==> config.mk <==
export PLATFORM = sky130hd
export DESIGN_NAME = npic_ctrl
export DESIGN_NICKNAME = d
export VERILOG_FILES = /design/src/inc/npic_pkg.sv /design/src/hw/npic_ctrl.sv
export SDC_FILE = /design/constraint.sdc
export NUM_CORES = 1
export LEC_CHECK = 0
export BUFFER_PORTS_ARGS = -buffer_cell sky130_fd_sc_hd__buf_2
export CAP_MARGIN = 15
export CORE_UTILIZATION = 51
export DETAILED_ROUTE_END_ITERATION = 10
export GPL_ROUTABILITY_DRIVEN = 0
export PLACE_DENSITY = 0.85
export SLEW_MARGIN = 5
export SYNTH_ARGS = -nofsm -noshare
export SYNTH_HDL_FRONTEND = slang
export SYNTH_SLANG_ARGS = --single-unit
==> constraint.sdc <==
create_clock -name CLK -period 15.45 [get_ports CLK]
set_input_delay 3.09 -clock CLK [delete_from_list [all_inputs] [get_ports CLK]]
set_output_delay 3.09 -clock CLK [all_outputs]
set_load 0.005 [all_outputs]
==> src/inc/npic_pkg.sv <==
// constants, types and helpers of the nested priority interrupt controller
package npic_pkg;

    // ------------------------------------------------------------
    // register map and reset values
    // ------------------------------------------------------------
    localparam int         NVEC       = 14;
    localparam logic [7:0] OFF_PRIO0  = 8'h00;
    localparam logic [7:0] OFF_PRIO1  = 8'h04;
    localparam logic [7:0] OFF_PRIO2  = 8'h08;
    localparam logic [7:0] OFF_PRIO3  = 8'h0C;
    localparam logic [7:0] OFF_PEND   = 8'h10;
    localparam logic [7:0] OFF_CC     = 8'h14;
    localparam logic [7:0] OFF_SENSE  = 8'h18;
    localparam logic [7:0] OFF_PINSEL = 8'h1C;
    localparam logic [7:0] OFF_CTRL   = 8'h20;
    localparam logic [1:0] FLD_RST    = 2'h3;
    localparam logic [7:0] SENSE_RST  = 8'h00;
    localparam logic [15:0] PINSEL_RST = 16'h1111;
    localparam logic       NESTED_RST = 1'b1;
    localparam int         CC_HI_BIT  = 5;
    localparam int         CC_LO_BIT  = 3;

    // ------------------------------------------------------------
    // priority codes, vectors, sources
    // ------------------------------------------------------------
    localparam logic [1:0] PRIO_L0 = 2'h2;
    localparam logic [1:0] PRIO_L1 = 2'h1;
    localparam logic [1:0] PRIO_L2 = 2'h0;
    localparam logic [1:0] PRIO_L3 = 2'h3;
    localparam logic [15:0] VEC_RESET = 16'hFFFE;
    localparam logic [15:0] VEC_TRAP  = 16'hFFFC;
    localparam logic [15:0] VEC_BASE  = 16'hFFFA;
    localparam logic [13:0] HALT_CAP  = 14'h00BC;
    localparam logic [13:0] EXT_MASK  = 14'h003C;
    localparam int         EXT_FIRST  = 2;
    localparam logic [1:0] SNS_FALL_LOW = 2'h0;
    localparam logic [1:0] SNS_RISE     = 2'h1;
    localparam logic [1:0] SNS_FALL     = 2'h2;
    localparam logic [2:0] SEL_PCL = 3'h0;
    localparam logic [2:0] SEL_PCH = 3'h1;
    localparam logic [2:0] SEL_X   = 3'h2;
    localparam logic [2:0] SEL_A   = 3'h3;
    localparam logic [2:0] SEL_CC  = 3'h4;
    localparam logic [2:0] HSIZE_WORD = 3'h2;

    typedef enum logic [1:0] {MODE_RUN, MODE_WAIT, MODE_HALT} npic_mode_t;
    typedef enum logic [1:0] {ST_IDLE, ST_PUSH, ST_VEC, ST_POP} npic_state_t;
    typedef enum logic [1:0] {K_RESET, K_TRAP, K_MASK} npic_kind_t;

    // priority code to numeric level, 0 lowest
    function automatic logic [1:0] npic_lvl(input logic [1:0] code);
        case (code)
            PRIO_L0: npic_lvl = 2'h0;
            PRIO_L1: npic_lvl = 2'h1;
            PRIO_L2: npic_lvl = 2'h2;
            default: npic_lvl = 2'h3;
        endcase
    endfunction

endpackage

==> src/hw/npic_ctrl.sv <==
// nested priority interrupt controller with an AHB-Lite register slave
`timescale 1ns/1ps

// Overview of operation
// - divert only after current instruction completes
// - stack PC, X, A, CC on entry
// - maskable entry loads vector priority bits
// - load vector address, then fetch handler
// - return pops context and restores priority
// - codes: L0=10, L1=01, L2=00, L3=11
// - highest software priority wins, then hardware
// - unserviced requests stay latched as pending
// - reset and trap outrank all levels
// - non-maskable sources ignore current priority
// - non-maskable entry forces level 3
// - non-maskable sources leave halt
// - first routine after reset at level 3
// - service only above current level, else pend
// - edge latch cleared on handler entry
// - selected pins of a group are ORed
// - any source wakes wait; capable ones halt
// - peripheral request needs flag and enable
// - clear sequence discards pending peripheral request
// - first after halt must be halt-capable
// - concurrent blocks preemption, nested allows higher
// - lower source number means higher priority
// - two-bit fields per vector reset to ones
// - level-0 code writes to fields are ignored
module npic_ctrl
    import npic_pkg::*;
(
    input  wire logic        CLK,
    input  wire logic        RESET,
    input  wire logic        HSEL,
    input  wire logic [31:0] HADDR,
    input  wire logic [1:0]  HTRANS,
    input  wire logic        HWRITE,
    input  wire logic [2:0]  HSIZE,
    input  wire logic [31:0] HWDATA,
    input  wire logic        HREADY,
    output logic      [31:0] HRDATA,
    output logic             HREADYOUT,
    output logic             HRESP,
    input  wire logic        INSTR_END,
    input  wire logic        TRAP_REQ,
    input  wire logic        INTERRUPT_RETURN_INSTR_REQ,
    input  wire logic [7:0]  POP_DATA,
    input  wire logic        PRIO_LOAD,
    input  wire logic [1:0]  PRIO_VAL,
    input  wire logic        WAIT_ENTER,
    input  wire logic        HALT_ENTER,
    input  wire logic [15:0] EXT_PIN,
    input  wire logic [13:0] PERIPH_FLAG,
    input  wire logic [13:0] PERIPH_EN,
    input  wire logic [13:0] PERIPH_CLR,
    output logic             CPU_SUSPEND,
    output logic             PUSH_STB,
    output logic      [2:0]  PUSH_SEL,
    output logic             POP_STB,
    output logic      [2:0]  POP_SEL,
    output logic             VEC_STB,
    output logic      [15:0] VEC_ADDR,
    output logic      [1:0]  CUR_PRIO,
    output logic      [1:0]  SLEEP_MODE,
    output logic             WAKE_STB
);

    // ------------------------------------------------------------
    // declarations
    // ------------------------------------------------------------
    npic_state_t state;
    npic_kind_t  kind;
    npic_mode_t  mode;
    logic [1:0]  fld [NVEC];
    logic [7:0]  sense;
    logic [15:0] pinsel;
    logic        nested;
    logic [1:0]  cur_prio;
    logic [3:0]  depth;
    logic        reset_go;
    logic        halt_exit;
    logic [3:0]  sel_vec;
    logic [1:0]  cap_l;
    logic [15:0] s1, s2, s3, filt;
    logic [3:0]  grp, grp_q, lat, edge_set, ext_req, ent_clr;
    logic [13:0] plat, pend;
    logic        best_ok;
    logic [3:0]  best_v;
    logic [1:0]  best_l;
    logic        hmask;
    logic        wr_pend, rd_pend;
    logic [7:0]  a_q;
    logic [31:0] pr, rd_val;
    logic        ap;
    logic        any_l0;

    // ------------------------------------------------------------
    // AHB-Lite slave: writes zero wait, reads one wait state
    // ------------------------------------------------------------
    assign ap = HSEL && HREADY && HTRANS[1];

    always_ff @(posedge CLK) begin
        if (RESET) begin
            wr_pend   <= 1'b0;
            rd_pend   <= 1'b0;
            a_q       <= 8'h00;
            HREADYOUT <= 1'b1;
            HRDATA    <= 32'h0000_0000;
            HRESP     <= 1'b0;
        end else begin
            HRESP   <= 1'b0; // every transfer answers OKAY
            wr_pend <= ap && HWRITE && HSIZE == HSIZE_WORD;
            if (ap) begin
                a_q <= HADDR[7:0];
            end
            if (ap && !HWRITE) begin
                rd_pend   <= 1'b1;
                HREADYOUT <= 1'b0;
            end else if (rd_pend) begin
                rd_pend   <= 1'b0;
                HRDATA    <= rd_val;
                HREADYOUT <= 1'b1;
            end
        end
    end

    // packed fields; top nibble of the last byte reads as ones
    always_comb begin
        pr     = 32'hFFFF_FFFF;
        any_l0 = 1'b0;
        for (int v = 0; v < NVEC; v++) begin
            pr[2*v+:2] = fld[v];
            any_l0     = any_l0 | (fld[v] == PRIO_L0);
        end
    end

    // read mux; unmapped offsets read as zero
    always_comb begin
        case (a_q)
            OFF_PRIO0:  rd_val = {24'h000000, pr[7:0]};
            OFF_PRIO1:  rd_val = {24'h000000, pr[15:8]};
            OFF_PRIO2:  rd_val = {24'h000000, pr[23:16]};
            OFF_PRIO3:  rd_val = {24'h000000, pr[31:24]};
            OFF_PEND:   rd_val = {18'h00000, pend};
            OFF_CC:     rd_val = {24'h000000, 2'b11, cur_prio[1], 1'b0,
                                  cur_prio[0], 3'b000};
            OFF_SENSE:  rd_val = {24'h000000, sense};
            OFF_PINSEL: rd_val = {16'h0000, pinsel};
            OFF_CTRL:   rd_val = {31'h00000000, nested};
            default:    rd_val = 32'h0000_0000;
        endcase
    end

    // ------------------------------------------------------------
    // configuration registers
    // ------------------------------------------------------------
    // a level-0 code in one field leaves that field alone only
    always_ff @(posedge CLK) begin
        if (RESET) begin
            for (int v = 0; v < NVEC; v++) begin
                fld[v] <= FLD_RST;
            end
        end else begin
            for (int v = 0; v < NVEC; v++) begin
                if (wr_pend && a_q == OFF_PRIO0 + 8'(4 * (v / 4))
                    && HWDATA[2*(v%4)+:2] != PRIO_L0) begin
                    fld[v] <= HWDATA[2*(v%4)+:2];
                end
            end
        end
    end

    // sensitivity, pin selection and nesting mode
    always_ff @(posedge CLK) begin
        if (RESET) begin
            sense  <= SENSE_RST;
            pinsel <= PINSEL_RST;
            nested <= NESTED_RST;
        end else begin
            if (wr_pend && a_q == OFF_SENSE) begin
                sense <= HWDATA[7:0];
            end
            if (wr_pend && a_q == OFF_PINSEL) begin
                pinsel <= HWDATA[15:0];
            end
            if (wr_pend && a_q == OFF_CTRL) begin
                nested <= HWDATA[0];
            end
        end
    end

    // ------------------------------------------------------------
    // external lines
    // ------------------------------------------------------------
    // three stages; a bit moves only once stages two and three agree
    always_ff @(posedge CLK) begin
        if (RESET) begin
            s1    <= 16'hFFFF;
            s2    <= 16'hFFFF;
            s3    <= 16'hFFFF;
            filt  <= 16'hFFFF;
            grp_q <= 4'hF;
        end else begin
            s1    <= EXT_PIN;
            s2    <= s1;
            s3    <= s2;
            filt  <= (s2 & ~(s2 ^ s3)) | (filt & (s2 ^ s3));
            grp_q <= grp;
        end
    end

    // group level and per-group trigger
    always_comb begin
        for (int g = 0; g < 4; g++) begin
            grp[g] = |(filt[4*g+:4] & pinsel[4*g+:4]);
            case (sense[2*g+:2])
                SNS_FALL_LOW: edge_set[g] = grp_q[g] & ~grp[g];
                SNS_RISE:     edge_set[g] = ~grp_q[g] & grp[g];
                SNS_FALL:     edge_set[g] = grp_q[g] & ~grp[g];
                default:      edge_set[g] = grp_q[g] ^ grp[g];
            endcase
            ent_clr[g] = state == ST_VEC && kind == K_MASK
                         && sel_vec == 4'(EXT_FIRST + g);
            ext_req[g] = lat[g]
                         | (sense[2*g+:2] == SNS_FALL_LOW && !grp[g]);
        end
    end

    // edge latches: a new edge beats the entry clear
    always_ff @(posedge CLK) begin
        if (RESET) begin
            lat <= 4'h0;
        end else begin
            lat <= edge_set | (lat & ~ent_clr);
        end
    end

    // peripheral latches; the clear sequence drops a pending request
    always_ff @(posedge CLK) begin
        if (RESET) begin
            plat <= 14'h0000;
        end else begin
            plat <= (plat | (PERIPH_FLAG & PERIPH_EN))
                    & ~PERIPH_CLR & ~EXT_MASK;
        end
    end

    assign pend = plat | {8'h00, ext_req, 2'b00};

    // ------------------------------------------------------------
    // arbitration
    // ------------------------------------------------------------
    assign hmask = mode == MODE_HALT || halt_exit;

    // ascending scan with strict compare keeps the lower number on ties
    always_comb begin
        best_ok = 1'b0;
        best_v  = 4'h0;
        best_l  = 2'h0;
        for (int i = 0; i < NVEC; i++) begin
            if (pend[i] && npic_lvl(fld[i]) > npic_lvl(cur_prio)
                && (!hmask || HALT_CAP[i])
                && (!best_ok || npic_lvl(fld[i]) > best_l)) begin
                best_ok = 1'b1;
                best_v  = 4'(i);
                best_l  = npic_lvl(fld[i]);
            end
        end
        if (!nested && depth != 4'h0) begin
            best_ok = 1'b0;
        end
    end

    // ------------------------------------------------------------
    // service sequencer
    // ------------------------------------------------------------
    // reset, then trap, then return, then maskable requests
    always_ff @(posedge CLK) begin
        if (RESET) begin
            state       <= ST_IDLE;
            kind        <= K_RESET;
            sel_vec     <= 4'h0;
            cap_l       <= 2'h0;
            CPU_SUSPEND <= 1'b0;
            PUSH_STB    <= 1'b0;
            PUSH_SEL    <= SEL_PCL;
            POP_STB     <= 1'b0;
            POP_SEL     <= SEL_CC;
            VEC_STB     <= 1'b0;
            VEC_ADDR    <= 16'h0000;
        end else begin
            VEC_STB <= 1'b0;
            case (state)
                ST_IDLE: begin
                    if (reset_go) begin
                        kind        <= K_RESET;
                        state       <= ST_VEC;
                        CPU_SUSPEND <= 1'b1;
                    end else if (TRAP_REQ) begin
                        kind        <= K_TRAP;
                        state       <= ST_PUSH;
                        PUSH_STB    <= 1'b1;
                        PUSH_SEL    <= SEL_PCL;
                        CPU_SUSPEND <= 1'b1;
                    end else if (INTERRUPT_RETURN_INSTR_REQ) begin
                        state       <= ST_POP;
                        POP_STB     <= 1'b1;
                        POP_SEL     <= SEL_CC;
                        CPU_SUSPEND <= 1'b1;
                    end else if (best_ok
                                 && (INSTR_END || mode != MODE_RUN)) begin
                        kind        <= K_MASK;
                        sel_vec     <= best_v;
                        cap_l       <= npic_lvl(cur_prio);
                        state       <= ST_PUSH;
                        PUSH_STB    <= 1'b1;
                        PUSH_SEL    <= SEL_PCL;
                        CPU_SUSPEND <= 1'b1;
                    end
                end
                ST_PUSH: begin
                    if (PUSH_SEL == SEL_CC) begin
                        PUSH_STB <= 1'b0;
                        state    <= ST_VEC;
                    end else begin
                        PUSH_SEL <= PUSH_SEL + 3'h1;
                    end
                end
                ST_VEC: begin
                    VEC_STB     <= 1'b1;
                    CPU_SUSPEND <= 1'b0;
                    state       <= ST_IDLE;
                    case (kind)
                        K_RESET: VEC_ADDR <= VEC_RESET;
                        K_TRAP:  VEC_ADDR <= VEC_TRAP;
                        default: VEC_ADDR <= VEC_BASE
                                             - 16'({sel_vec, 1'b0});
                    endcase
                end
                ST_POP: begin
                    if (POP_SEL == SEL_PCL) begin
                        POP_STB     <= 1'b0;
                        CPU_SUSPEND <= 1'b0;
                        state       <= ST_IDLE;
                    end else begin
                        POP_SEL <= POP_SEL - 3'h1;
                    end
                end
                default: state <= ST_IDLE;
            endcase
        end
    end

    // reset vector runs once before anything else
    always_ff @(posedge CLK) begin
        if (RESET) begin
            reset_go <= 1'b1;
        end else if (state == ST_VEC && kind == K_RESET) begin
            reset_go <= 1'b0;
        end
    end

    // current priority; hardware entry outranks software loads
    always_ff @(posedge CLK) begin
        if (RESET) begin
            cur_prio <= PRIO_L3;
        end else if (state == ST_VEC) begin
            cur_prio <= kind == K_MASK ? fld[sel_vec] : PRIO_L3;
        end else if (POP_STB && POP_SEL == SEL_CC) begin
            cur_prio <= {POP_DATA[CC_HI_BIT], POP_DATA[CC_LO_BIT]};
        end else if (PRIO_LOAD) begin
            cur_prio <= PRIO_VAL;
        end else if (wr_pend && a_q == OFF_CC) begin
            cur_prio <= {HWDATA[CC_HI_BIT], HWDATA[CC_LO_BIT]};
        end
    end

    assign CUR_PRIO = cur_prio;

    // nesting depth; the reset routine is not a handler
    always_ff @(posedge CLK) begin
        if (RESET) begin
            depth <= 4'h0;
        end else if (state == ST_VEC && kind != K_RESET) begin
            depth <= depth + 4'h1;
        end else if (POP_STB && POP_SEL == SEL_PCL && depth != 4'h0) begin
            depth <= depth - 4'h1;
        end
    end

    // ------------------------------------------------------------
    // low power modes
    // ------------------------------------------------------------
    // halt_exit stays until the first maskable handler is entered; a trap entry leaves it set
    always_ff @(posedge CLK) begin
        if (RESET) begin
            mode      <= MODE_RUN;
            halt_exit <= 1'b0;
            WAKE_STB  <= 1'b0;
        end else begin
            WAKE_STB <= 1'b0;
            if (state == ST_VEC && kind == K_MASK) begin
                halt_exit <= 1'b0;
            end
            if (mode == MODE_WAIT && (|pend || TRAP_REQ)) begin
                mode     <= MODE_RUN;
                WAKE_STB <= 1'b1;
            end else if (mode == MODE_HALT
                         && (|(pend & HALT_CAP) || TRAP_REQ)) begin
                mode      <= MODE_RUN;
                halt_exit <= 1'b1;
                WAKE_STB  <= 1'b1;
            end else if (mode == MODE_RUN && WAIT_ENTER) begin
                mode <= MODE_WAIT;
            end else if (mode == MODE_RUN && HALT_ENTER) begin
                mode <= MODE_HALT;
            end
        end
    end

    assign SLEEP_MODE = 2'(mode);
endmodule

After elaboration in Yosys (flattened, before gate mapping)
Memory sizes are Yosys's and may differ from the RTL's. A register that Yosys moved wholly into a read port is not among the register bits.
Index checks and enable logic that the tools add are counted.
{"block": "totals", "regBits": 199, "ramBits": 28, "in_bits": 148, "output_inout_bits": 65, "word_cells": 553, "n_memories": 1}
{"block": "op_classes", "add_sub_neg": 5, "order_cmp": 27, "eq_ne": 75, "muxes": 177, "bitwise_logic": 59, "reduce_logical": 176}
{"name": "fld", "words": 14, "width": 2, "rd": 15, "rd_ports_with_merged_regs": 1, "write_ports": 14, "line_no": "npic_ctrl.sv:74", "text": "logic [1:0] fld [NVEC];"}
{"op": "$pmux W16 S9", "count": 1}
{"op": "$pmux W2 S3", "count": 15}
{"op": "$mux W2", "count": 42}
{"op": "$logic_and A1 B1 Y1", "count": 83}
{"op": "$mux W1", "count": 83}
{"op": "$mux W4", "count": 16}
{"op": "$gt A2 B2 Y1", "count": 27}
{"op": "$eq A2 B2 Y1 const B", "count": 23}
{"op": "$eq A2 B1 Y1 const B", "count": 22}
{"op": "$logic_not A2 Y1", "count": 22}
{"op": "$and A16 B16 Y16", "count": 2}
{"op": "$eq A8 B5 Y1 const B", "count": 4}
{"op": "$pmux W16 S2", "count": 1}
{"op": "$and A14 B14 Y14", "count": 2}
{"op": "$mux W3", "count": 9}
{"op": "$reduce_and A5 Y1", "count": 5}
{"op": "$ne A2 B2 Y1 const B", "count": 11}
{"op": "$and A4 B4 Y4", "count": 5}
{"op": "$logic_not A1 Y1", "count": 20}
{"op": "$reduce_or A4 Y1", "count": 5}
{"op": "$or A1 B1 Y1", "count": 18}
{"op": "$logic_or A1 B1 Y1", "count": 17}
{"op": "$eq A8 B4 Y1 const B", "count": 2}
{"op": "$not A16 Y16", "count": 1}
{"op": "39 further kinds", "count": 83}

Logic depth before layout (Yosys ltp)
Gate-level depths: netlist of run 1.
{"block": "depth", "depth_word": 68, "depth_mapped": 97}

Worst setup path before layout of run 1
Ideal clock, no wire load.
{"block": "synth_path", "path_type": "reg2reg", "startpoint": "reg cur_prio[1], in the netlist CUR_PRIO[1]", "endpoint": "reg with a tool-made name", "arrival_time_ps": 16482, "slack_ps": -1165, "stages_incl_launch_ff": 90, "path_buffers": 0, "cell_sequence": "dfxtp_1 -> inv_1 -> ha_1 -> inv_1 -> ha_1 -> nor2b_1 -> o211a_4 -> nand3_1 -> ha_1 -> nor2b_1 -> o21a_1 -> a2111oi_0 -> or2_2 -> ha_1 -> nor2b_1 -> o21ai_0 -> o211ai_1 -> a221oi_1 -> [... 54 more ...] -> o21ai_0 -> a21oi_1 -> nor4_1 -> a31oi_1 -> and3_1 -> ha_1 -> nand2_1 -> o21ai_0 -> a21oi_1 -> nor2_1 -> a22oi_2 -> ha_1 -> a21oi_1 -> a211oi_1 -> nor4_2 -> nand2b_1 -> o32ai_1 -> nor2_1"}
{"item": "start: declaration", "line_no": "npic_ctrl.sv:78", "text": "logic [1:0] cur_prio;"}
{"item": "start signal: assignment", "line_no": "npic_ctrl.sv:368", "text": "cur_prio <= kind == K_MASK ? fld[sel_vec] : PRIO_L3;"}
{"item": "start signal: assignment", "line_no": "npic_ctrl.sv:370", "text": "cur_prio <= {POP_DATA[CC_HI_BIT], POP_DATA[CC_LO_BIT]};"}
{"item": "start signal: assignment", "line_no": "npic_ctrl.sv:374", "text": "cur_prio <= {HWDATA[CC_HI_BIT], HWDATA[CC_LO_BIT]};"}

Worst setup path after layout of run 1
{"block": "layout_path", "startpoint": "reg cur_prio[1], in the netlist CUR_PRIO[1]", "endpoint": "reg sel_vec[3]"}
{"block": "layout_between", "elab_chain_len": 61}
{"item": "$eq A2 B1 Y1, or another cell as far along", "line_no": "npic_pkg.sv:53", "text": "case (code)"}
{"item": "$pmux W2 S3 *", "line_no": "npic_pkg.sv:53"}
{"item": "$gt A2 B2 Y1", "line_no": "npic_ctrl.sv:261", "text": "if (pend[i] && npic_lvl(fld[i]) > npic_lvl(cur_prio)"}
{"item": "$logic_and A1 B1 Y1", "line_no": "npic_ctrl.sv:261"}
{"item": "$logic_and A1 B1 Y1", "line_no": "npic_ctrl.sv:262", "text": "&& (!hmask || HALT_CAP[i])"}
{"item": "$mux W2 / $mux W1 (equally long branches)", "line_no": "npic_ctrl.sv:261"}
{"item": "$gt A2 B2 Y1 / $logic_not A1 Y1 (equally long branches)", "line_no": "npic_ctrl.sv:263", "text": "&& (!best_ok || npic_lvl(fld[i]) > best_l)) begin"}
{"item": "$logic_or A1 B1 Y1", "line_no": "npic_ctrl.sv:263"}
{"item": "[... 45 more ...]"}
{"item": "$mux W2 / $mux W1 (equally long branches)", "line_no": "npic_ctrl.sv:261"}
{"item": "$gt A2 B2 Y1 / $logic_not A1 Y1 (equally long branches)", "line_no": "npic_ctrl.sv:263"}
{"item": "$logic_or A1 B1 Y1", "line_no": "npic_ctrl.sv:263"}
{"item": "$logic_and A1 B1 Y1", "line_no": "npic_ctrl.sv:263"}
{"item": "$mux W1", "line_no": "npic_ctrl.sv:261"}
{"item": "$mux W1", "line_no": "npic_ctrl.sv:269", "text": "if (!nested && depth != 4'h0) begin"}
{"item": "$logic_and A1 B1 Y1", "line_no": "npic_ctrl.sv:311", "text": "&& (INSTR_END || mode != MODE_RUN)) begin"}
{"item": "$reduce_and A5 Y1 (no line)"}
{"item": "end signal: assignment", "line_no": "npic_ctrl.sv:313", "text": "sel_vec <= best_v;"}
{"item": "end: declaration", "line_no": "npic_ctrl.sv:82", "text": "logic [3:0] sel_vec;"}
Mark *: on every way between the ends. The rest lies on a longest branch, timed or not.
A chain may end at the register's enable or synchronous reset.

==> flow_metrics.py, run 1 <==
metrics = {
    "status": {
        "outcome": "finished with violations",
        "violations": "negative setup slack",
    },
    "power": {
        "power_per_cell_area_nw_per_um2": 112,
        "p_comb_frac": 0.318,
        "intPower_mw": 1.08,
        "p_clk_frac": 0.313,
        "p_sw_uw": 502,
        "share_seq_of_total_power": 0.369,
        "leakage_nw": 5.79,
        "p_sw_frac": 0.318,
        "vdd_ir_drop_max_mv": 0.101,
    },
    "place": {
        "placed_area_um2": 12600,
        "dpl_worst_slack_ns": -0.946,
        "numPortBuffers": 135,
        "dpl.hpwl_mm": 23.6,
    },
    "timing": {
        "relSlewSlack": 0.263,
        "setup_tns_ns": -7.54,
        "tightest_slew_ns": 1.10,
        "fmax_ghz": 0.0609,
        "slew_viol_final": 0,
        "setup_viol": 8,
        "rsz0062_at_grt": "true",
        "finalCriticalPeriod_ns": 16.42,
        "fin_ws_ns": -0.971,
        "skew_ns": 0.0268,
        "finalHoldViolCount": 0,
        "post-route-period-util": 1.06,
    },
    "cells_and_area": {
        "area_growth_pct": 26.0,
        "layout-drive-gt1-share": 0.320,
        "multi_input_area_um2": 6960,
        "final_nets": 1714,
        "fillCellCount": 1552,
        "stdcell_area_um2": 14100,
        "seq_area_um2": 4310,
        "diodes": 0,
    },
    "global_route": {
        "grt_usage": 0.291,
        "grt_max_degree": 76,
        "grt-ovfl-total": 0,
        "antenna_found_initial": 1,
        "grt_pass1_wl_mm": 51.3,
        "first_global_vias": 10208,
    },
    "setup_path": {
        "cp_data_arrival_time_ns": 16.76,
        "reg2reg_from": "CUR_PRIO[1]$_SDFFE_PP1P_",
        "required_ns": 15.79,
        "cp_max_fo": 5,
        "slowest_stage": "or4b_4",
        "criticalPathCategory": "reg2reg",
        "cp-startpoint": "CUR_PRIO[1]$_SDFFE_PP1P_",
        "cp_slowest_stage_delay_ns": 0.50,
        "cpMostUsedCell": "nor2b_4",
        "critPathCaptureType": "flop",
        "cp-start-kind": "flop",
    },
    "clock_tree": {
        "root_buffer": "clkbuf_16",
        "clkTransAtPathRegs_ns": 0.06,
        "clock_sinks": 201,
        "htreeDepth": 1,
        "cts_tree": "yes",
        "clockBufferDepth": 3,
        "tritoncts.num_buffers": 22,
        "clk_latency_ns": 0.52,
        "hold_buffers": 0,
    },
    "die": {
        "dieArea_um2": 22500,
        "io_pins": 213,
        "die_w_um": 150,
        "coreArea_um2": 21200,
        "die_y_um": 150,
        "rows": 53,
        "start_util": 0.526,
    },
    "synthesis": {
        "synth_seq_cells": 201,
        "postSynthAreaPerCell_um2": 8.95,
        "synthFlopType": "dfxtp_1",
        "yosysTopAreaCell": "dfxtp_1",
        "ys_async_sr_fraction": 0,
        "synth_cell_types": 95,
        "synth_edf_count": 28,
        "synth_area_leaders": "dfxtp_1 (31%), ha_1 (11%), edfxtp_1 (7.5%)",
        "ys_warn_count": 0,
        "synthCells": 1247,
        "synth_area_um2": 11200,
        "ys_seq_area_frac": 0.386,
        "yosysTopAreaCellShare": 0.310,
    },
    "routing": {
        "viasPerCell": 6.04,
        "detail-route-antenna-nets": 0,
        "routed_wirelength_mm": 33.6,
        "drt-initial-drc-count": 1077,
        "drc": 0,
        "wl_per_cell_um": 19.2,
        "dr.pass1.iters": 9,
        "vias": 10602,
    },
    "job": {
        "cap_violations": 0,
    },
    "min_path": {
        "worstHoldStart": "s1[11]$_SDFF_PP1_",
        "hp-class": "reg2reg",
    },
}
## final cells by class
class	count	area share
Timing Repair Buffer	246	0.109
Multi-Input combinational cell	934	0.495
Clock buffer	34	0.0447
Inverter	61	0.0167
Clock inverter	5	0.00401
Sequential cell	201	0.307
Tap cell	275	0.0245
## metrics by stage
stage / util / hold slack (ns) / std cells / power (mW)
floorplan: - / 0.389 / 1264 / 0.866
global placement: 0.594 / 0.391 / 1672 / 0.967
detailed placement: 0.594 / 0.394 / 1672 / 0.991
CTS: 0.645 / 0.408 / 1738 / 1.51
global route: 0.662 / 0.423 / 1756 / 1.65
finish: 0.662 / 0.406 / 1756 / 1.58
## state kept, by name, indices dropped and copies added, names as in the netlist, 2 cells and up, named ones only
| register | count |
|---|---|
| lat | 4 |
| sense | 8 |
| CUR_PRIO | 2 |
| pinsel | 16 |
| s1 | 16 |
| SLEEP_MODE | 2 |
| POP_SEL | 3 |
| fld | 28 |
| s2 | 16 |
| HRDATA | 16 |
| kind | 2 |
| depth | 4 |
| s3 | 16 |
| state | 2 |
| VEC_ADDR | 6 |
| PUSH_SEL | 3 |
| a_q | 8 |
| plat | 10 |
| grp_q | 4 |
| sel_vec | 4 |
## per-layer routing
layer | track usage | vias to the layer above | share of wire
li1 | - | 4849 | -
met1 | 0.337 | 4990 | 0.36
met2 | 0.498 | 580 | 0.48
met3 | 0.0619 | 183 | 0.10
met4 | 0.159 | 0 | 0.057
met5 | 0 | - | 0
## what timing repair did
action                                  CTS  global route
pin swaps                                29            31
endpoints found under the setup margin    8             8
resized for setup                        33            53
buffers inserted                         27            17
## cell usage after synthesis (28+ instances only)
| cell | instances |
|---|---|
| a22oi_1 | 28 |
| ha_1 | 99 |
| edfxtp_1 | 28 |
| o21ai_0 | 57 |
| dfxtp_1 | 173 |
| a21oi_1 | 105 |
| nand3_1 | 35 |
| clkbuf_1 | 40 |
| or2_2 | 55 |
| nor2_1 | 110 |
| inv_1 | 60 |
| nand2_1 | 156 |
## cell families after synthesis
logic type / count (synthesis) / synth area share
AO/OA/AOI/OAI: 313 / 0.202
XOR/XNOR: 5 / 0.00393
adder cells (fa/ha/maj): 100 / 0.113
buffers and inverters: 129 / 0.0526
flip-flops: 201 / 0.386
multiplexers: 20 / 0.0270
other: 1 / 0.000336
AND/OR/NAND/NOR: 478 / 0.215
## power by group through the flow
stage	combinational, mW	clock, mW	sequential [mW]
2_1_floorplan	0.284	0	0.582
3_3_place_gp	0.375	0	0.592
3_5_place_dp	0.398	0	0.593
4_1_cts	0.436	0.497	0.582
5_1_grt	0.542	0.519	0.586
6_report	0.502	0.494	0.583
## cells in the final DEF (no fill, tap or decap), types with 23 or more instances in the layout
cell type / netlist / layout
o21ai_0: 57 / 47
nand2_1: 156 / 150
edfxtp_1: 28 / 28
nand3_1: 35 / 33
clkbuf_16: 0 / 23
a21oi_1: 105 / 96
nor3_1: 24 / 23
ha_1: 99 / 84
nor2_1: 110 / 107
buf_2: 1 / 135
dfxtp_1: 173 / 172
a22oi_1: 28 / 27
or2_2: 55 / 53
inv_1: 60 / 52
buf_4: 27 / 104
## critical path, delay by kind of cell (launching register included)
family | cells | cell delay (ns)
AO/OA/AOI/OAI | 40 | 6.87
adder cells (fa/ha/maj) | 15 | 4.01
buffers and inverters | 7 | 0.69
flip-flops | 1 | 0.38
multiplexers | 1 | 0.22
AND/OR/NAND/NOR | 25 | 4.02
## final timing paths
kind,endpoint,slack (ns),cells after the start
max reg2reg,sel_vec[3]$_SDFFE_PP0P_,-0.97,88
min,s2[11]$_SDFF_PP1_,0.41,1
max,sel_vec[3]$_SDFFE_PP0P_,-0.97,88
min reg2reg,s2[11]$_SDFF_PP1_,0.41,1
(Power assumes the default switching activity.)
==> inputs of run 2 (changes only) <==
==> constraint.sdc (replaced) <==
create_clock -name CLK -period 15.45 [get_ports CLK]
set_input_delay 1.545 -clock CLK [delete_from_list [all_inputs] [get_ports CLK]]
set_output_delay 1.545 -clock CLK [all_outputs]
set_load 0.005 [all_outputs]
==> run 2 against run 1 <==
Effect of this change:
- the flow still finishes with violations (negative setup slack)
- cell area decreased by 0.81%
- critical path depth increased by 3
- first-iteration DRC count increased by 14%
- sequential share of layout area increased by 0.26 points
- non-clock buffer count decreased by 9
- critical path type unchanged
- largest cell class unchanged
- highest routed layer unchanged
==> flow_metrics.py, run 2 (synthesis gave the netlist of run 1 again) <==
metrics = {
    "status": {
        "outcome": "finished with violations",
        "violations": "negative setup slack",
    },
    "cells_and_area": {
        "final_cell_mix": "dfxtp_1 (171), nand2_1 (151), buf_2 (134)",
        "area_growth_pct": 25.0,
        "final_nets": 1704,
        "largest-register": "fld",
        "diodes": 0,
        "layout-drive-gt1-share": 0.316,
        "largest_reg_flops": 28,
        "mostFrequentLayoutCell": "dfxtp_1",
        "fillCellCount": 1620,
    },
    "power": {
        "p_comb_frac": 0.312,
        "p_sw_uw": 489,
        "vdd_ir_drop_max_mv": 0.106,
        "power_mw": 1.56,
        "p_clk_frac": 0.314,
        "power_per_cell_area_nw_per_um2": 112,
        "p_sw_frac": 0.314,
        "leakage_nw": 5.75,
        "intPower_mw": 1.07,
        "share_seq_of_total_power": 0.374,
    },
    "die": {
        "io_pins": 213,
        "dieArea_um2": 22500,
        "start_util": 0.526,
        "die_y_um": 150,
        "die_w_um": 150,
        "rows": 53,
        "coreArea_um2": 21200,
    },
    "routing": {
        "wl_per_cell_um": 19.0,
        "viasPerCell": 6.01,
        "drt-initial-drc-count": 1231,
        "dr.pass1.iters": 7,
        "detail-route-antenna-nets": 0,
        "drc": 0,
        "routed_wirelength_mm": 33.1,
        "vias": 10479,
    },
    "clock_tree": {
        "clock_sinks": 201,
        "clockBufferDepth": 3,
        "clk_latency_ns": 0.51,
        "hold_buffers": 0,
        "htreeDepth": 1,
        "cts_tree": "yes",
        "root_buffer": "clkbuf_16",
        "tritoncts.num_buffers": 21,
        "clkTransAtPathRegs_ns": 0.07,
    },
    "setup_path": {
        "criticalPathCategory": "reg2reg",
        "cpMostUsedCell": "ha_4",
        "slowest_stage": "or4b_4",
        "cp_data_arrival_time_ns": 16.99,
        "cp_slowest_stage_delay_ns": 0.49,
        "cp-start-kind": "flop",
        "critPathCaptureType": "flop",
        "required_ns": 15.79,
        "cp_max_fo": 5,
        "crit_family": "compound AO/OA/AOI/OAI gates",
        "cp.buffers_inverters": 6,
    },
    "place": {
        "dpl.hpwl_mm": 23.3,
        "numPortBuffers": 135,
        "dpl_worst_slack_ns": -0.975,
    },
    "timing": {
        "setup_viol": 8,
        "slew_viol_final": 0,
        "tightest_slew_ns": 1.21,
        "rsz0062_at_grt": "true",
        "skew_ns": 0.0156,
        "finalHoldViolCount": 0,
        "fmax_ghz": 0.0601,
        "fin_ws_ns": -1.19,
        "finalCriticalPeriod_ns": 16.64,
        "post-route-period-util": 1.08,
        "setup_tns_ns": -9.00,
        "whs_ns": 0.407,
        "relSlewSlack": 0.190,
    },
    "min_path": {
        "hp-class": "reg2reg",
    },
    "global_route": {
        "antenna_found_initial": 1,
        "grt_max_degree": 76,
        "grt_pass1_wl_mm": 50.0,
        "first_global_vias": 9974,
        "grt_usage": 0.283,
        "grt-ovfl-total": 0,
    },
    "job": {
        "cap_violations": 0,
    },
}
run 2: cell types whose count changed in the layout (fill, tap and decap cells not counted), sizes merged:
cell / previous run / this run
buf: 244 / 237
clkbuf: 36 / 31
inv: 60 / 62
clkinvlp: 2 / 1
run 2: power groups by stage:
| stage | Combinational (mW) | Sequential [mW] | Clock [mW] |
|---|---|---|---|
| 5_1_grt | 0.531 | 0.586 | 0.515 |
| 6_report | 0.487 | 0.584 | 0.490 |
| 2_1_floorplan | 0.284 | 0.582 | 0 |
| 3_5_place_dp | 0.396 | 0.593 | 0 |
| 3_3_place_gp | 0.375 | 0.592 | 0 |
| 4_1_cts | 0.422 | 0.582 | 0.493 |
run 2: per-layer routing:
layer / GRT usage / up-vias / part of all wire
met2: 0.487 / 557 / 0.48
li1: - / 4820 / -
met4: 0.159 / 0 / 0.061
met3: 0.0515 / 175 / 0.10
met5: 0 / - / 0
met1: 0.332 / 4927 / 0.36
run 2: path summary, 6_finish.rpt:
check        slack [ns]                end  cells past startpoint                startpoint
max reg2reg       -1.19               flop                     91  CUR_PRIO[1]$_SDFFE_PP1P_
max               -1.19               flop                     91  CUR_PRIO[1]$_SDFFE_PP1P_
min reg2reg        0.41  s2[11]$_SDFF_PP1_                      1         s1[11]$_SDFF_PP1_
min                0.41  s2[11]$_SDFF_PP1_                      1         s1[11]$_SDFF_PP1_
run 2: per-stage QoR:
stage	util	instance area [um^2]	instances
6_report	0.657	13900	1745
2_1_floorplan	-	11400	1264
4_1_cts	0.638	13500	1729
3_3_place_gp	0.594	12600	1673
5_1_grt	0.657	13900	1745
3_5_place_dp	0.594	12600	1673
run 2: final cells by class:
type                       instances  area, um^2  area share
sequential                       201        4310       0.309
tap                              275         344      0.0247
multi-input combinational        934        6930       0.497
clock buffer                      31         633      0.0454
clock inverter                     6        37.5     0.00269
inverter                          61         235      0.0169
timing repair buffer             237        1450       0.104
run 2: what timing repair did:
item | in CTS | in global routing
gates resized for setup | 25 | 51
setup endpoints to repair | 8 | 8
setup buffers | 19 | 16
gates cloned | 0 | 0
pin swaps | 25 | 63
hold endpoints to repair | 0 | 0
==> inputs of run 3 (changes only) <==
REMOVE_ABC_BUFFERS = 1   (was not set)
==> run 3 against run 2 <==
Effect of this change:
- the flow still finishes with violations (negative setup slack)
- combinational power increased by 10%
- worst setup slack improved by 0.053 ns
- sequential cell count unchanged
- clock skew increased by 0.013 ns
- utilization increased by 2.0 points
- count of clock-buffer cells in the layout increased by 1
- clock power decreased by 1%
- register-to-register slack improved by 0.05 ns
- first-iteration DRC count decreased by 9.4%
- critical path type unchanged
- largest power group unchanged
==> flow_metrics.py, run 3 (synthesis gave the netlist of run 1 again) <==
metrics = {
    "status": {
        "outcome": "finished with violations",
        "violations": "negative setup slack",
    },
    "power": {
        "vdd_ir_drop_max_mv": 0.104,
        "leakage_nw": 5.95,
        "power_per_cell_area_nw_per_um2": 112,
    },
    "routing": {
        "vias": 10811,
        "detail-route-antenna-nets": 0,
        "drc": 0,
        "wl_per_cell_um": 19.7,
        "routed_wirelength_mm": 35.1,
        "drt-initial-drc-count": 1115,
        "dr.pass1.iters": 6,
        "viasPerCell": 6.07,
    },
    "setup_path": {
        "cp-start-kind": "flop",
        "required_ns": 15.80,
        "cp_max_fo": 5,
        "cpMostUsedCell": "ha_4",
        "critPathCaptureType": "flop",
        "cp_data_arrival_time_ns": 16.94,
        "criticalPathCategory": "reg2reg",
        "slowest_stage": "or4b_4",
        "cp_slowest_stage_delay_ns": 0.49,
    },
    "die": {
        "start_util": 0.526,
        "coreArea_um2": 21200,
        "rows": 53,
        "dieArea_um2": 22500,
        "die_y_um": 150,
        "die_w_um": 150,
        "io_pins": 213,
    },
    "place": {
        "dpl.hpwl_mm": 23.0,
        "dpl_worst_slack_ns": -1.88,
        "placed_area_um2": 12600,
        "numPortBuffers": 135,
    },
    "timing": {
        "rsz0062_at_grt": "true",
        "finalHoldViolCount": 0,
        "tightest_slew_ns": 1.41,
        "setup_viol": 8,
        "post-route-period-util": 1.07,
        "finalCriticalPeriod_ns": 16.59,
        "fin_ws_ns": -1.14,
        "slew_viol_final": 0,
        "relSlewSlack": 0.0544,
        "skew_ns": 0.0285,
        "fmax_ghz": 0.0603,
    },
    "clock_tree": {
        "clock_sinks": 201,
        "clkTransAtPathRegs_ns": 0.07,
        "clockBufferDepth": 3,
        "htreeDepth": 1,
        "tritoncts.num_buffers": 21,
        "clk_latency_ns": 0.51,
        "cts_tree": "yes",
        "root_buffer": "clkbuf_16",
    },
    "global_route": {
        "grt_max_degree": 70,
        "grt_usage": 0.289,
        "grt_pass1_wl_mm": 50.9,
        "antenna_found_initial": 1,
        "first_global_vias": 10194,
        "grt-ovfl-total": 0,
    },
    "cells_and_area": {
        "layout-drive-gt1-share": 0.340,
        "largest-register": "fld",
        "final_cell_mix": "dfxtp_1 (172), nand2_1 (148), buf_2 (134)",
        "final_nets": 1737,
        "largest_reg_flops": 28,
        "mostFrequentLayoutCell": "dfxtp_1",
        "stdcell_area_um2": 14400,
        "area_growth_pct": 28.7,
    },
    "job": {
        "cap_violations": 0,
    },
    "min_path": {
        "hp-class": "reg2reg",
    },
}
run 3: changes by cell type in the layout (fill, tap and decap cells not counted), moves of 4 or more:
cell	previous run	this run
ha_1	84	80
buf_4	101	120
nor3_1	24	20
buf_6	2	16
nor2b_4	5	9
o21ai_2	5	9
run 3: cell type report:
cell class / count / area [um^2]
Fill cell: 1542 / 6860
Sequential cell: 201 / 4310
Timing Repair Buffer: 270 / 1750
Antenna cell: 1 / 2.50
Clock buffer: 32 / 618
Tap cell: 275 / 344
Inverter: 61 / 234
Multi-Input combinational cell: 934 / 7060
Clock inverter: 6 / 46.3
run 3: where the power goes:
| part | switching (mW) | internal (mW) |
|---|---|---|
| clock network | 0.206 | 0.278 |
| registers | 0.0279 | 0.554 |
| logic | 0.281 | 0.255 |
run 3: layer usage:
| metal | up-vias | GRT usage | routed length (um) |
|---|---|---|---|
| li1 | 4894 | - | - |
| met1 | 5035 | 0.340 | 12400 |
| met2 | 680 | 0.493 | 16900 |
| met3 | 202 | 0.0442 | 3510 |
| met4 | 0 | 0.177 | 2330 |
| met5 | - | 0 | 0 |
run 3: metrics by stage:
step	cells	total power, mW	TNS, ns	utilization	hold WS, ns
2_1_floorplan	1196	0.823	-8.91	-	0.389
3_3_place_gp	1695	0.953	-9.39	0.592	0.390
3_5_place_dp	1695	0.972	-14.66	0.592	0.393
4_1_cts	1761	1.50	-5.43	0.649	0.393
5_1_grt	1780	1.67	-13.57	0.677	0.416
6_report	1780	1.60	-8.84	0.677	0.397
run 3: final timing paths:
path / from / end / slack, ns / depth (start not counted)
min reg2reg: s1[9]$_SDFF_PP1_ / s2[9]$_SDFF_PP1_ / 0.40 / 1
max reg2reg: fld[0][0]$_SDFFCE_PN1P_ / sel_vec[3]$_SDFFE_PP0P_ / -1.14 / 97
max: fld[0][0]$_SDFFCE_PN1P_ / sel_vec[3]$_SDFFE_PP0P_ / -1.14 / 97
min: s1[9]$_SDFF_PP1_ / s2[9]$_SDFF_PP1_ / 0.40 / 1
run 3: what timing repair did:
item	in CTS	in global routing
pin swaps	54	68
hold buffers	0	0
cloned	0	0
setup buffers	30	19
resized for setup	76	87
setup endpoints to repair	8	8
run 3: critical path, delay by kind of cell, from the launching register on:
| kind | cells | cell delay (ns) |
|---|---|---|
| AO/OA/AOI/OAI | 44 | 7.01 |
| adder cells (fa/ha/maj) | 15 | 3.91 |
| AND/OR/NAND/NOR | 24 | 3.36 |
| buffers and inverters | 13 | 1.40 |
| flip-flops | 1 | 0.42 |
| multiplexers | 1 | 0.29 |
